**src/olc_defines.vh**
```
// constants for the oscillator lock and clock-failure recovery block
`ifndef OLC_DEFINES_VH
`define OLC_DEFINES_VH

// ==========================================================
// register offsets (byte addresses)
`define OLC_ADDR_CTL      12'h000
`define OLC_ADDR_STAT     12'h004
`define OLC_ADDR_IRQ_STAT 12'h008
`define OLC_ADDR_IRQ_CLR  12'h00C
`define OLC_ADDR_IRQ_EN   12'h010

// ==========================================================
// unlock keys
`define OLC_KEY1 8'hE7
`define OLC_KEY2 8'h18

// ==========================================================
// control register fields
`define OLC_CTL_IPO_EN  7
`define OLC_CTL_BKP_EN  6
`define OLC_CTL_PFD_EN  5
`define OLC_CTL_BFD_EN  4
`define OLC_CTL_SEL_HI  2
`define OLC_CTL_SEL_LO  0
`define OLC_CTL_RESET   8'hC0

// ==========================================================
// clock source codes
`define OLC_SEL_IPO 3'h0
`define OLC_SEL_WDT 3'h3

// ==========================================================
// lock states
`define OLC_ST_LOCKED   2'h0
`define OLC_ST_KEY1     2'h1
`define OLC_ST_UNLOCKED 2'h2

// ==========================================================
// interrupt bits
`define OLC_IRQ_PRI 0
`define OLC_IRQ_BKP 1

// ==========================================================
// register select bits
`define OLC_HIT_CTL  0
`define OLC_HIT_STAT 1
`define OLC_HIT_IST  2
`define OLC_HIT_ICLR 3
`define OLC_HIT_IEN  4

// ==========================================================
// failure threshold timing
`define OLC_CLK_PERIOD_NS 100
`define OLC_FAIL_TIME_NS  1000000
`define OLC_FAIL_CYC      (`OLC_FAIL_TIME_NS / `OLC_CLK_PERIOD_NS)

`endif

```
**src/olc_osc_lock_and_fail_recovery.v**
```verilog
// oscillator control with write lock, failure detection and fail-over
// Function
// - unlock needs writes E7 then 18
// - next write updates, then relocks
// - out-of-order writes leave register unchanged
// - keys ordered, consecutive among control writes (a repeated E7 is allowed)
// - other register accesses keep lock state
// - detection may be enabled after select write
// - precision oscillator enabled out of reset
// - precision oscillator never auto disabled
// - primary failure raises clock-fail event
// - primary failure forces watchdog oscillator clock
// - processor keeps running on watchdog clock
// - fail-over only with watchdog oscillator enabled
// - no fail-over when watchdog source selected
// - fail when clock below about 1 kHz
`timescale 1ns/1ns
`include "olc_defines.vh"

module olc_osc_lock_and_fail_recovery #(
    parameter integer CW       = 16,
    parameter integer FAIL_CYC = `OLC_FAIL_CYC
) (
    input  wire        pclk,
    input  wire        presetn,
    // register bus
    input  wire        psel,
    input  wire        penable,
    input  wire        pwrite,
    input  wire [11:0] paddr,
    input  wire [31:0] pwdata,
    output wire        pready,
    output wire        pslverr,
    output wire [31:0] prdata,
    // oscillator activity
    input  wire        primary_osc_tick,
    input  wire        backup_osc_tick,
    // clock control
    output wire        internal_precision_osc_en,
    output wire        backup_osc_en,
    output wire [2:0]  clock_source_select,
    output wire [2:0]  sys_clk_sel,
    // events
    output wire        clk_fail_event,
    output wire        irq
);

// ==========================================================
// threshold cast to counter width
localparam [CW-1:0] FAIL_LIM = FAIL_CYC[CW-1:0];

// ==========================================================
// state
reg [7:0]    clock_source_control_reg_ff;
reg [1:0]    lock_st_ff;
reg [1:0]    nxt_lock_st;

reg          failover_ff;
reg [CW-1:0] pri_cnt_ff;
reg [CW-1:0] bkp_cnt_ff;

reg [1:0]    irq_stat_ff;
reg [1:0]    irq_en_ff;
reg          fail_evt_ff;
reg [31:0]   prdata_ff;

// ==========================================================
// decode
// one-hot register select, zero for an unmapped address
function [4:0] reg_hit;
    input [11:0] addr;
    begin
        reg_hit = 5'h00;
        case (addr)
            `OLC_ADDR_CTL: begin
                reg_hit[`OLC_HIT_CTL] = 1'b1;
            end
            `OLC_ADDR_STAT: begin
                reg_hit[`OLC_HIT_STAT] = 1'b1;
            end
            `OLC_ADDR_IRQ_STAT: begin
                reg_hit[`OLC_HIT_IST] = 1'b1;
            end
            `OLC_ADDR_IRQ_CLR: begin
                reg_hit[`OLC_HIT_ICLR] = 1'b1;
            end
            `OLC_ADDR_IRQ_EN: begin
                reg_hit[`OLC_HIT_IEN] = 1'b1;
            end
            default: begin
                reg_hit = 5'h00;
            end
        endcase
    end
endfunction

wire [4:0] hit       = reg_hit(paddr);
wire       apb_wr    = psel & penable & pwrite;
wire       apb_setup = psel & ~penable;
wire       wr_ctl    = apb_wr & hit[`OLC_HIT_CTL];
wire       wr_clr    = apb_wr & hit[`OLC_HIT_ICLR];
wire       wr_en     = apb_wr & hit[`OLC_HIT_IEN];
wire [7:0] wbyte     = pwdata[7:0];
wire       mapped    = |hit;

// the update write is the one landing while unlocked
wire ctl_update = wr_ctl & (lock_st_ff == `OLC_ST_UNLOCKED);

// key bytes are matched on the low byte only
wire key1_seen = (wbyte == `OLC_KEY1);
wire key2_seen = (wbyte == `OLC_KEY2);

// ==========================================================
// control fields
wire ipo_en  = clock_source_control_reg_ff[`OLC_CTL_IPO_EN];
wire bkp_en  = clock_source_control_reg_ff[`OLC_CTL_BKP_EN];
wire pfd_en  = clock_source_control_reg_ff[`OLC_CTL_PFD_EN];
wire bfd_en  = clock_source_control_reg_ff[`OLC_CTL_BFD_EN];
wire [2:0] sel_field =
    clock_source_control_reg_ff[`OLC_CTL_SEL_HI:`OLC_CTL_SEL_LO];

// ==========================================================
// silence counter: cleared by a tick or when disabled, saturates
function [CW-1:0] silence_cnt;
    input [CW-1:0] cnt;
    input          tick;
    input          en;
    begin
        if (tick | ~en) begin
            silence_cnt = {CW{1'b0}};
        end else if (cnt == FAIL_LIM) begin
            silence_cnt = cnt;
        end else begin
            silence_cnt = cnt + {{(CW-1){1'b0}}, 1'b1};
        end
    end
endfunction

// ==========================================================
// lock state machine
always @* begin
    nxt_lock_st = lock_st_ff;
    if (wr_ctl) begin
        case (lock_st_ff)
            `OLC_ST_LOCKED: begin
                if (key1_seen) begin
                    nxt_lock_st = `OLC_ST_KEY1;
                end
            end
            `OLC_ST_KEY1: begin
                // a repeated first key keeps the sequence armed
                if (key2_seen) begin
                    nxt_lock_st = `OLC_ST_UNLOCKED;
                end else if (!key1_seen) begin
                    nxt_lock_st = `OLC_ST_LOCKED;
                end
            end
            `OLC_ST_UNLOCKED: begin
                nxt_lock_st = `OLC_ST_LOCKED;
            end
            default: begin
                nxt_lock_st = `OLC_ST_LOCKED;
            end
        endcase
    end
end

// accesses to other addresses never reach this process
always @(posedge pclk or negedge presetn) begin
    if (!presetn) begin
        lock_st_ff <= `OLC_ST_LOCKED;
    end else begin
        lock_st_ff <= nxt_lock_st;
    end
end

// ==========================================================
// control register
always @(posedge pclk or negedge presetn) begin
    if (!presetn) begin
        clock_source_control_reg_ff <= `OLC_CTL_RESET;
    end else if (ctl_update) begin
        // value stored as written: no bit changes on its own
        clock_source_control_reg_ff <= wbyte;
    end
end

// ==========================================================
// failure detection
wire pri_fail = pfd_en & (pri_cnt_ff == FAIL_LIM);
wire bkp_fail = bfd_en & (bkp_cnt_ff == FAIL_LIM);

// a select write restarts both watches so enabling right after is safe
always @(posedge pclk or negedge presetn) begin
    if (!presetn) begin
        pri_cnt_ff <= {CW{1'b0}};
    end else if (ctl_update) begin
        pri_cnt_ff <= {CW{1'b0}};
    end else begin
        pri_cnt_ff <= silence_cnt(pri_cnt_ff, primary_osc_tick, pfd_en);
    end
end

// backup watch mirrors the primary one
always @(posedge pclk or negedge presetn) begin
    if (!presetn) begin
        bkp_cnt_ff <= {CW{1'b0}};
    end else if (ctl_update) begin
        bkp_cnt_ff <= {CW{1'b0}};
    end else begin
        bkp_cnt_ff <= silence_cnt(bkp_cnt_ff, backup_osc_tick, bfd_en);
    end
end

// ==========================================================
// fail-over
wire can_failover = bkp_en & (sel_field != `OLC_SEL_WDT);
wire pri_fail_new = pri_fail & ~irq_stat_ff[`OLC_IRQ_PRI];

always @(posedge pclk or negedge presetn) begin
    if (!presetn) begin
        failover_ff <= 1'b0;
    end else if (ctl_update) begin
        // software recovery: a new selection ends the forced clock
        failover_ff <= 1'b0;
    end else if (pri_fail & can_failover) begin
        failover_ff <= 1'b1;
    end
end

// fail-over overrides the programmed selection
function [2:0] eff_src;
    input       forced;
    input [2:0] programmed;
    begin
        if (forced) begin
            eff_src = `OLC_SEL_WDT;
        end else begin
            eff_src = programmed;
        end
    end
endfunction

// held until software writes a new selection
assign sys_clk_sel = eff_src(failover_ff, sel_field);

// ==========================================================
// clock-fail event, one pulse per new failure
always @(posedge pclk or negedge presetn) begin
    if (!presetn) begin
        fail_evt_ff <= 1'b0;
    end else begin
        fail_evt_ff <= pri_fail_new;
    end
end

// ==========================================================
// interrupt status, set wins over clear
wire [1:0] irq_set = {bkp_fail, pri_fail};
wire [1:0] irq_clr = wr_clr ? pwdata[1:0] : 2'h0;

// an event in the clearing cycle survives, so no failure is lost
always @(posedge pclk or negedge presetn) begin
    if (!presetn) begin
        irq_stat_ff <= 2'h0;
    end else begin
        if (irq_set[`OLC_IRQ_PRI]) begin
            irq_stat_ff[`OLC_IRQ_PRI] <= 1'b1;
        end else if (irq_clr[`OLC_IRQ_PRI]) begin
            irq_stat_ff[`OLC_IRQ_PRI] <= 1'b0;
        end

        if (irq_set[`OLC_IRQ_BKP]) begin
            irq_stat_ff[`OLC_IRQ_BKP] <= 1'b1;
        end else if (irq_clr[`OLC_IRQ_BKP]) begin
            irq_stat_ff[`OLC_IRQ_BKP] <= 1'b0;
        end
    end
end

always @(posedge pclk or negedge presetn) begin
    if (!presetn) begin
        irq_en_ff <= 2'h0;
    end else if (wr_en) begin
        irq_en_ff <= pwdata[1:0];
    end
end

// ==========================================================
// status word
wire [31:0] stat_word = {25'h0, sys_clk_sel, failover_ff, 1'b0, lock_st_ff};

// clear register and unmapped addresses read as zero
function [31:0] rd_word;
    input [4:0]  sel_hit;
    input [7:0]  ctl_v;
    input [31:0] stat_v;
    input [1:0]  ist_v;
    input [1:0]  ien_v;
    begin
        rd_word = 32'h0;
        if (sel_hit[`OLC_HIT_CTL]) begin
            rd_word = {24'h0, ctl_v};
        end
        if (sel_hit[`OLC_HIT_STAT]) begin
            rd_word = stat_v;
        end
        if (sel_hit[`OLC_HIT_IST]) begin
            rd_word = {30'h0, ist_v};
        end
        if (sel_hit[`OLC_HIT_IEN]) begin
            rd_word = {30'h0, ien_v};
        end
    end
endfunction

// ==========================================================
// read data captured in setup phase, zero wait states
always @(posedge pclk or negedge presetn) begin
    if (!presetn) begin
        prdata_ff <= 32'h0;
    end else if (apb_setup & ~pwrite) begin
        prdata_ff <= rd_word(hit, clock_source_control_reg_ff, stat_word,
                             irq_stat_ff, irq_en_ff);
    end
end

// ==========================================================
// outputs
assign pready                    = 1'b1;
assign pslverr                   = psel & penable & ~mapped;
assign prdata                    = prdata_ff;
assign internal_precision_osc_en = ipo_en;
assign backup_osc_en             = bkp_en;
assign clock_source_select       = sel_field;
assign clk_fail_event            = fail_evt_ff;
assign irq                       = |(irq_stat_ff & irq_en_ff);

endmodule

```
**config.mk**
```make
export PLATFORM = sky130hd
export DESIGN_NAME = olc_osc_lock_and_fail_recovery
export DESIGN_NICKNAME = d
export VERILOG_FILES = /design/src/olc_osc_lock_and_fail_recovery.v
export VERILOG_INCLUDE_DIRS = /design/src
export SDC_FILE = /design/constraint.sdc
export NUM_CORES = 1
export LEC_CHECK = 0
export ABC_AREA = 1
export BUFFER_PORTS_ARGS = -buffer_cell sky130_fd_sc_hd__buf_2
export CORE_MARGIN = 2
export CORE_UTILIZATION = 57
export CTS_CLUSTER_SIZE = 40
export DETAILED_ROUTE_END_ITERATION = 6
export PLACE_DENSITY = 0.85
export SYNTH_ARGS = -nofsm -noshare
export SYNTH_HDL_FRONTEND = slang
export SYNTH_SLANG_ARGS = --single-unit
```
**constraint.sdc**
```tcl
create_clock -name pclk -period 3.5 [get_ports pclk]
set_input_delay 0.875 -clock pclk [delete_from_list [all_inputs] [get_ports pclk]]
set_output_delay 0.875 -clock pclk [all_outputs]
set_load 0.01 [all_outputs]
```
==> run metrics <==
Final Slew Violations 0; Yosys reg bits 56; WL met1 3.55 mm; cell occurring most often along the worst timing path sky130_fd_sc_hd__nor2_1; HPWL after detailed placement 6.06 mm; Worst Skew 0.0172 ns; met2 routed wirelength 3.79 mm; slowest cell on the critical path sky130_fd_sc_hd__nor2_1; Post-Route Hold Slack 0.495 ns; switch share 0.258; remaining global-route overflow 0; element type at the critical path end output pin; path category of the worst min-delay check reg2reg; Setup Buffers After CTS 0; r2r worst-path depth 7; hold path depth 2; max layer used met4; startpoint of the lowest-slack register-to-register path pri_cnt_ff[0]$_DFFE_PN0P_; min Tclk post-route 2.81 ns; share of power burned in registers 0.594; hold endpoint prdata[7]$_DFFE_PN0P_; static leakage 1.96 nW; synth top area cells sky130_fd_sc_hd__dfrtp_1 38%, sky130_fd_sc_hd__nand2_1 10%, sky130_fd_sc_hd__nor2_1 7.6%, sky130_fd_sc_hd__inv_1 7.3%, sky130_fd_sc_hd__nand3_1 6.6%; antenna-violating nets left 0; Netlist cell types 36; Post-Syn Area per Cell 7.32 um^2; maximum vdd ir drop 0.000223 V; worst slack, placed 0.696 ns; detailed route wirelength on metal3 467 um; total number of vias 3207; Post-synth top flop sky130_fd_sc_hd__dfrtp_1; power per unit of standard cell area 290 nW/um^2; n_diodes 0; CP Max Fanout 5; ys async rst share 1.00; Slew headroom 0.450; initial antenna violation count 0; slew at the pin with the worst max-slew slack 0.822 ns; count of mapped cells out of synthesis 484; kind of launch point of the worst setup path input port; number of vias per cell 5.32; YS warnings 0; Int Power 817 uW; Total Negative Setup Slacks 0 ns; floorplan die area 6860 um^2; count of final hold-check violations 0; die height 82.8 um; Layout Area Growth over Synthesis 7.13%; data arrival time of the critical path 1.94 ns; global placer's final weighted congestion 0.918; Seq/Total Area, Yosys 0.396; number of hold buffers added after cts 0; maximum clock frequency 356 MHz; GRT Util Overall 0.235; total number of nets in the final design 582; final clock period utilization by the worst path 0.803; count of instances resized after the clock tree is built 0; Largest stage delay, worst path 0.23 ns; clock buffers created by TritonCTS 5; status complete, no violations; cell type with the highest aggregate area in the netlist sky130_fd_sc_hd__dfrtp_1; Core Footprint 5960 um^2; number of endpoints failing setup at the final stage 0; starting density of the core 0.595; Clk network pwr share 0.332; H-tree depth reported by CTS 2; FP Rows 28; critical path required time 2.62 ns; top-area cell type share of the netlist area 0.381; Netlist Area Pre-Place 3540 um^2; wire length of the first global-routing pass 13.6 mm; critical path class in2out; Pre-Repair DR Iteration Count 5; DRC marker count from the first detailed-route iteration 308; cell chain of the critical path buf_2, nor2_1, nand2_2, nor2_1, nand2_1, nand3_1, nor2_1, buf_2; overall power consumption 1.10 mW; CTS tree yes; part of the total power dissipated in combinational logic 0.074; RSZ-0062 raised after global routing no; detailed-route wire length 7.90 mm; Reg2Reg Setup Slack 1.75 ns; clock tree root buffer cell sky130_fd_sc_hd__clkbuf_8; pin count of the biggest net entering global routing 35; source of the worst hold timing path prdata[7]$_DFFE_PN0P_; average wire per standard cell 13.1 um; Residual DRC 0; Port-buffer cells 45; number of top-level pins 95; Switch Pwr 284 uW; Sinks on Clock Net 56; width of the chip 82.8 um; fraction of layout cells with a size suffix above 1 0.144; slack of the critical path 0.689 ns; clock-pin transition on the worst setup and hold timing paths 0.11 ns; count of flip-flops with a built-in enable after synthesis 0; count of filler cells inserted in the layout 520; worst skew pair latency 0.32 ns; max-cap violations 0; maximum count of clock buffers along a single path 2; endpoint of the worst register-to-register path pri_cnt_ff[12]$_DFFE_PN0P_; vias in the first global route 3027
==> Yosys cell counts (2+ instances only) <==
master,number
sky130_fd_sc_hd__o211ai_1,3
sky130_fd_sc_hd__o31ai_1,3
sky130_fd_sc_hd__nor4_1,4
sky130_fd_sc_hd__nor2_1,72
sky130_fd_sc_hd__nand4_1,30
sky130_fd_sc_hd__clkbuf_1,2
sky130_fd_sc_hd__ha_1,4
sky130_fd_sc_hd__o21ai_2,4
sky130_fd_sc_hd__o21ai_0,19
sky130_fd_sc_hd__inv_1,69
sky130_fd_sc_hd__nand2_2,2
sky130_fd_sc_hd__nor2_2,2
sky130_fd_sc_hd__inv_2,3
sky130_fd_sc_hd__buf_4,28
sky130_fd_sc_hd__nand2_1,95
sky130_fd_sc_hd__a21oi_1,3
sky130_fd_sc_hd__xor2_1,10
sky130_fd_sc_hd__dfstp_2,2
sky130_fd_sc_hd__buf_6,3
sky130_fd_sc_hd__conb_1,2
sky130_fd_sc_hd__dfrtp_1,54
sky130_fd_sc_hd__nand3_1,47
sky130_fd_sc_hd__nor3_1,10
==> metal layers <==
metal | track usage | vias to the layer above
li1 | - | 1595
met1 | 0.310 | 1491
met2 | 0.401 | 113
met3 | 0.0417 | 8
met4 | 0.0596 | 0
met5 | 0 | -
==> flip-flops by register name, indices dropped and copies added, names as in the netlist <==
name,cells
clk_fail_event,1
lock_st_ff,2
failover_ff,1
irq_en_ff,2
pri_cnt_ff,16
prdata,8
clock_source_control_reg_ff,8
irq_stat_ff,2
bkp_cnt_ff,16
==> layout by cell type (no fill, tap or decap), types with 2 or more instances in the layout <==
cell type	instances
sky130_fd_sc_hd__nand3_1	47
sky130_fd_sc_hd__clkbuf_8	5
sky130_fd_sc_hd__nand2_1	95
sky130_fd_sc_hd__nor4_1	4
sky130_fd_sc_hd__nor2_1	72
sky130_fd_sc_hd__a21oi_1	3
sky130_fd_sc_hd__nor3_1	10
sky130_fd_sc_hd__nand2_2	2
sky130_fd_sc_hd__o21ai_2	4
sky130_fd_sc_hd__buf_2	45
sky130_fd_sc_hd__dfrtp_1	54
sky130_fd_sc_hd__xor2_1	10
sky130_fd_sc_hd__inv_2	3
sky130_fd_sc_hd__dfstp_2	2
sky130_fd_sc_hd__nand4_1	30
sky130_fd_sc_hd__inv_1	69
sky130_fd_sc_hd__o31ai_1	3
sky130_fd_sc_hd__o21ai_0	19
sky130_fd_sc_hd__ha_1	4
sky130_fd_sc_hd__conb_1	25
sky130_fd_sc_hd__o211ai_1	3
sky130_fd_sc_hd__nor2_2	2
==> power groups by stage <==
stage | clock [mW] | combinational, mW | sequential [mW]
final | 0.366 | 0.0811 | 0.653
after detailed placement | 0 | 0.0810 | 0.666
after CTS | 0.373 | 0.0813 | 0.653
after floorplan | 0 | 0.0623 | 0.665
after global routing | 0.403 | 0.0920 | 0.654
after global placement | 0 | 0.0791 | 0.666
==> critical path, delay by kind of cell <==
family                 cells  cell delay [ns]
buffers and inverters      2             0.23
and+or+nand+nor            6             0.83
==> cells by family after synthesis <==
family,count (synthesis),synth area share
buffers and inverters,106,0.149
AO/OA/AOI/OAI,34,0.0579
flip-flops,56,0.396
XOR/XNOR,10,0.0247
adder cells (fa/ha/maj),4,0.0141
other,2,0.00212
AND/OR/NAND/NOR,272,0.356
==> cell type report <==
cell class              instances  area [um^2]  share of cell area
multi-input cells             345         1700               0.447
repair buffers                 46          233              0.0613
flip-flops and latches         56         1400               0.370
inverters                      73          277              0.0728
clock buffers                   5         68.8              0.0181
well taps                      75         93.8              0.0247
clock inverters                 3         22.5             0.00593
==> worst max-delay path by stage <==
| stage | start | endpoint | slack [ns] | depth (start not counted) |
|---|---|---|---|---|
| 2_1_floorplan | paddr[7] | pslverr | 1.06 | 6 |
| 3_3_place_gp | paddr[7] | pslverr | 0.73 | 8 |
| 3_5_place_dp | paddr[7] | pslverr | 0.70 | 8 |
| 4_1_cts | paddr[7] | pslverr | 0.69 | 8 |
| 5_1_grt | paddr[7] | pslverr | 0.56 | 8 |
| 6_report | paddr[7] | pslverr | 0.69 | 8 |
==> through the flow <==
step | instances | instance area [um^2] | util
floorplan | 507 | 3630 | -
finish | 603 | 3800 | 0.637
CTS | 603 | 3800 | 0.637
global placement | 595 | 3700 | 0.622
global route | 603 | 3800 | 0.637
detailed placement | 595 | 3700 | 0.622
No activity file was read; power rests on OpenSTA's default activity.
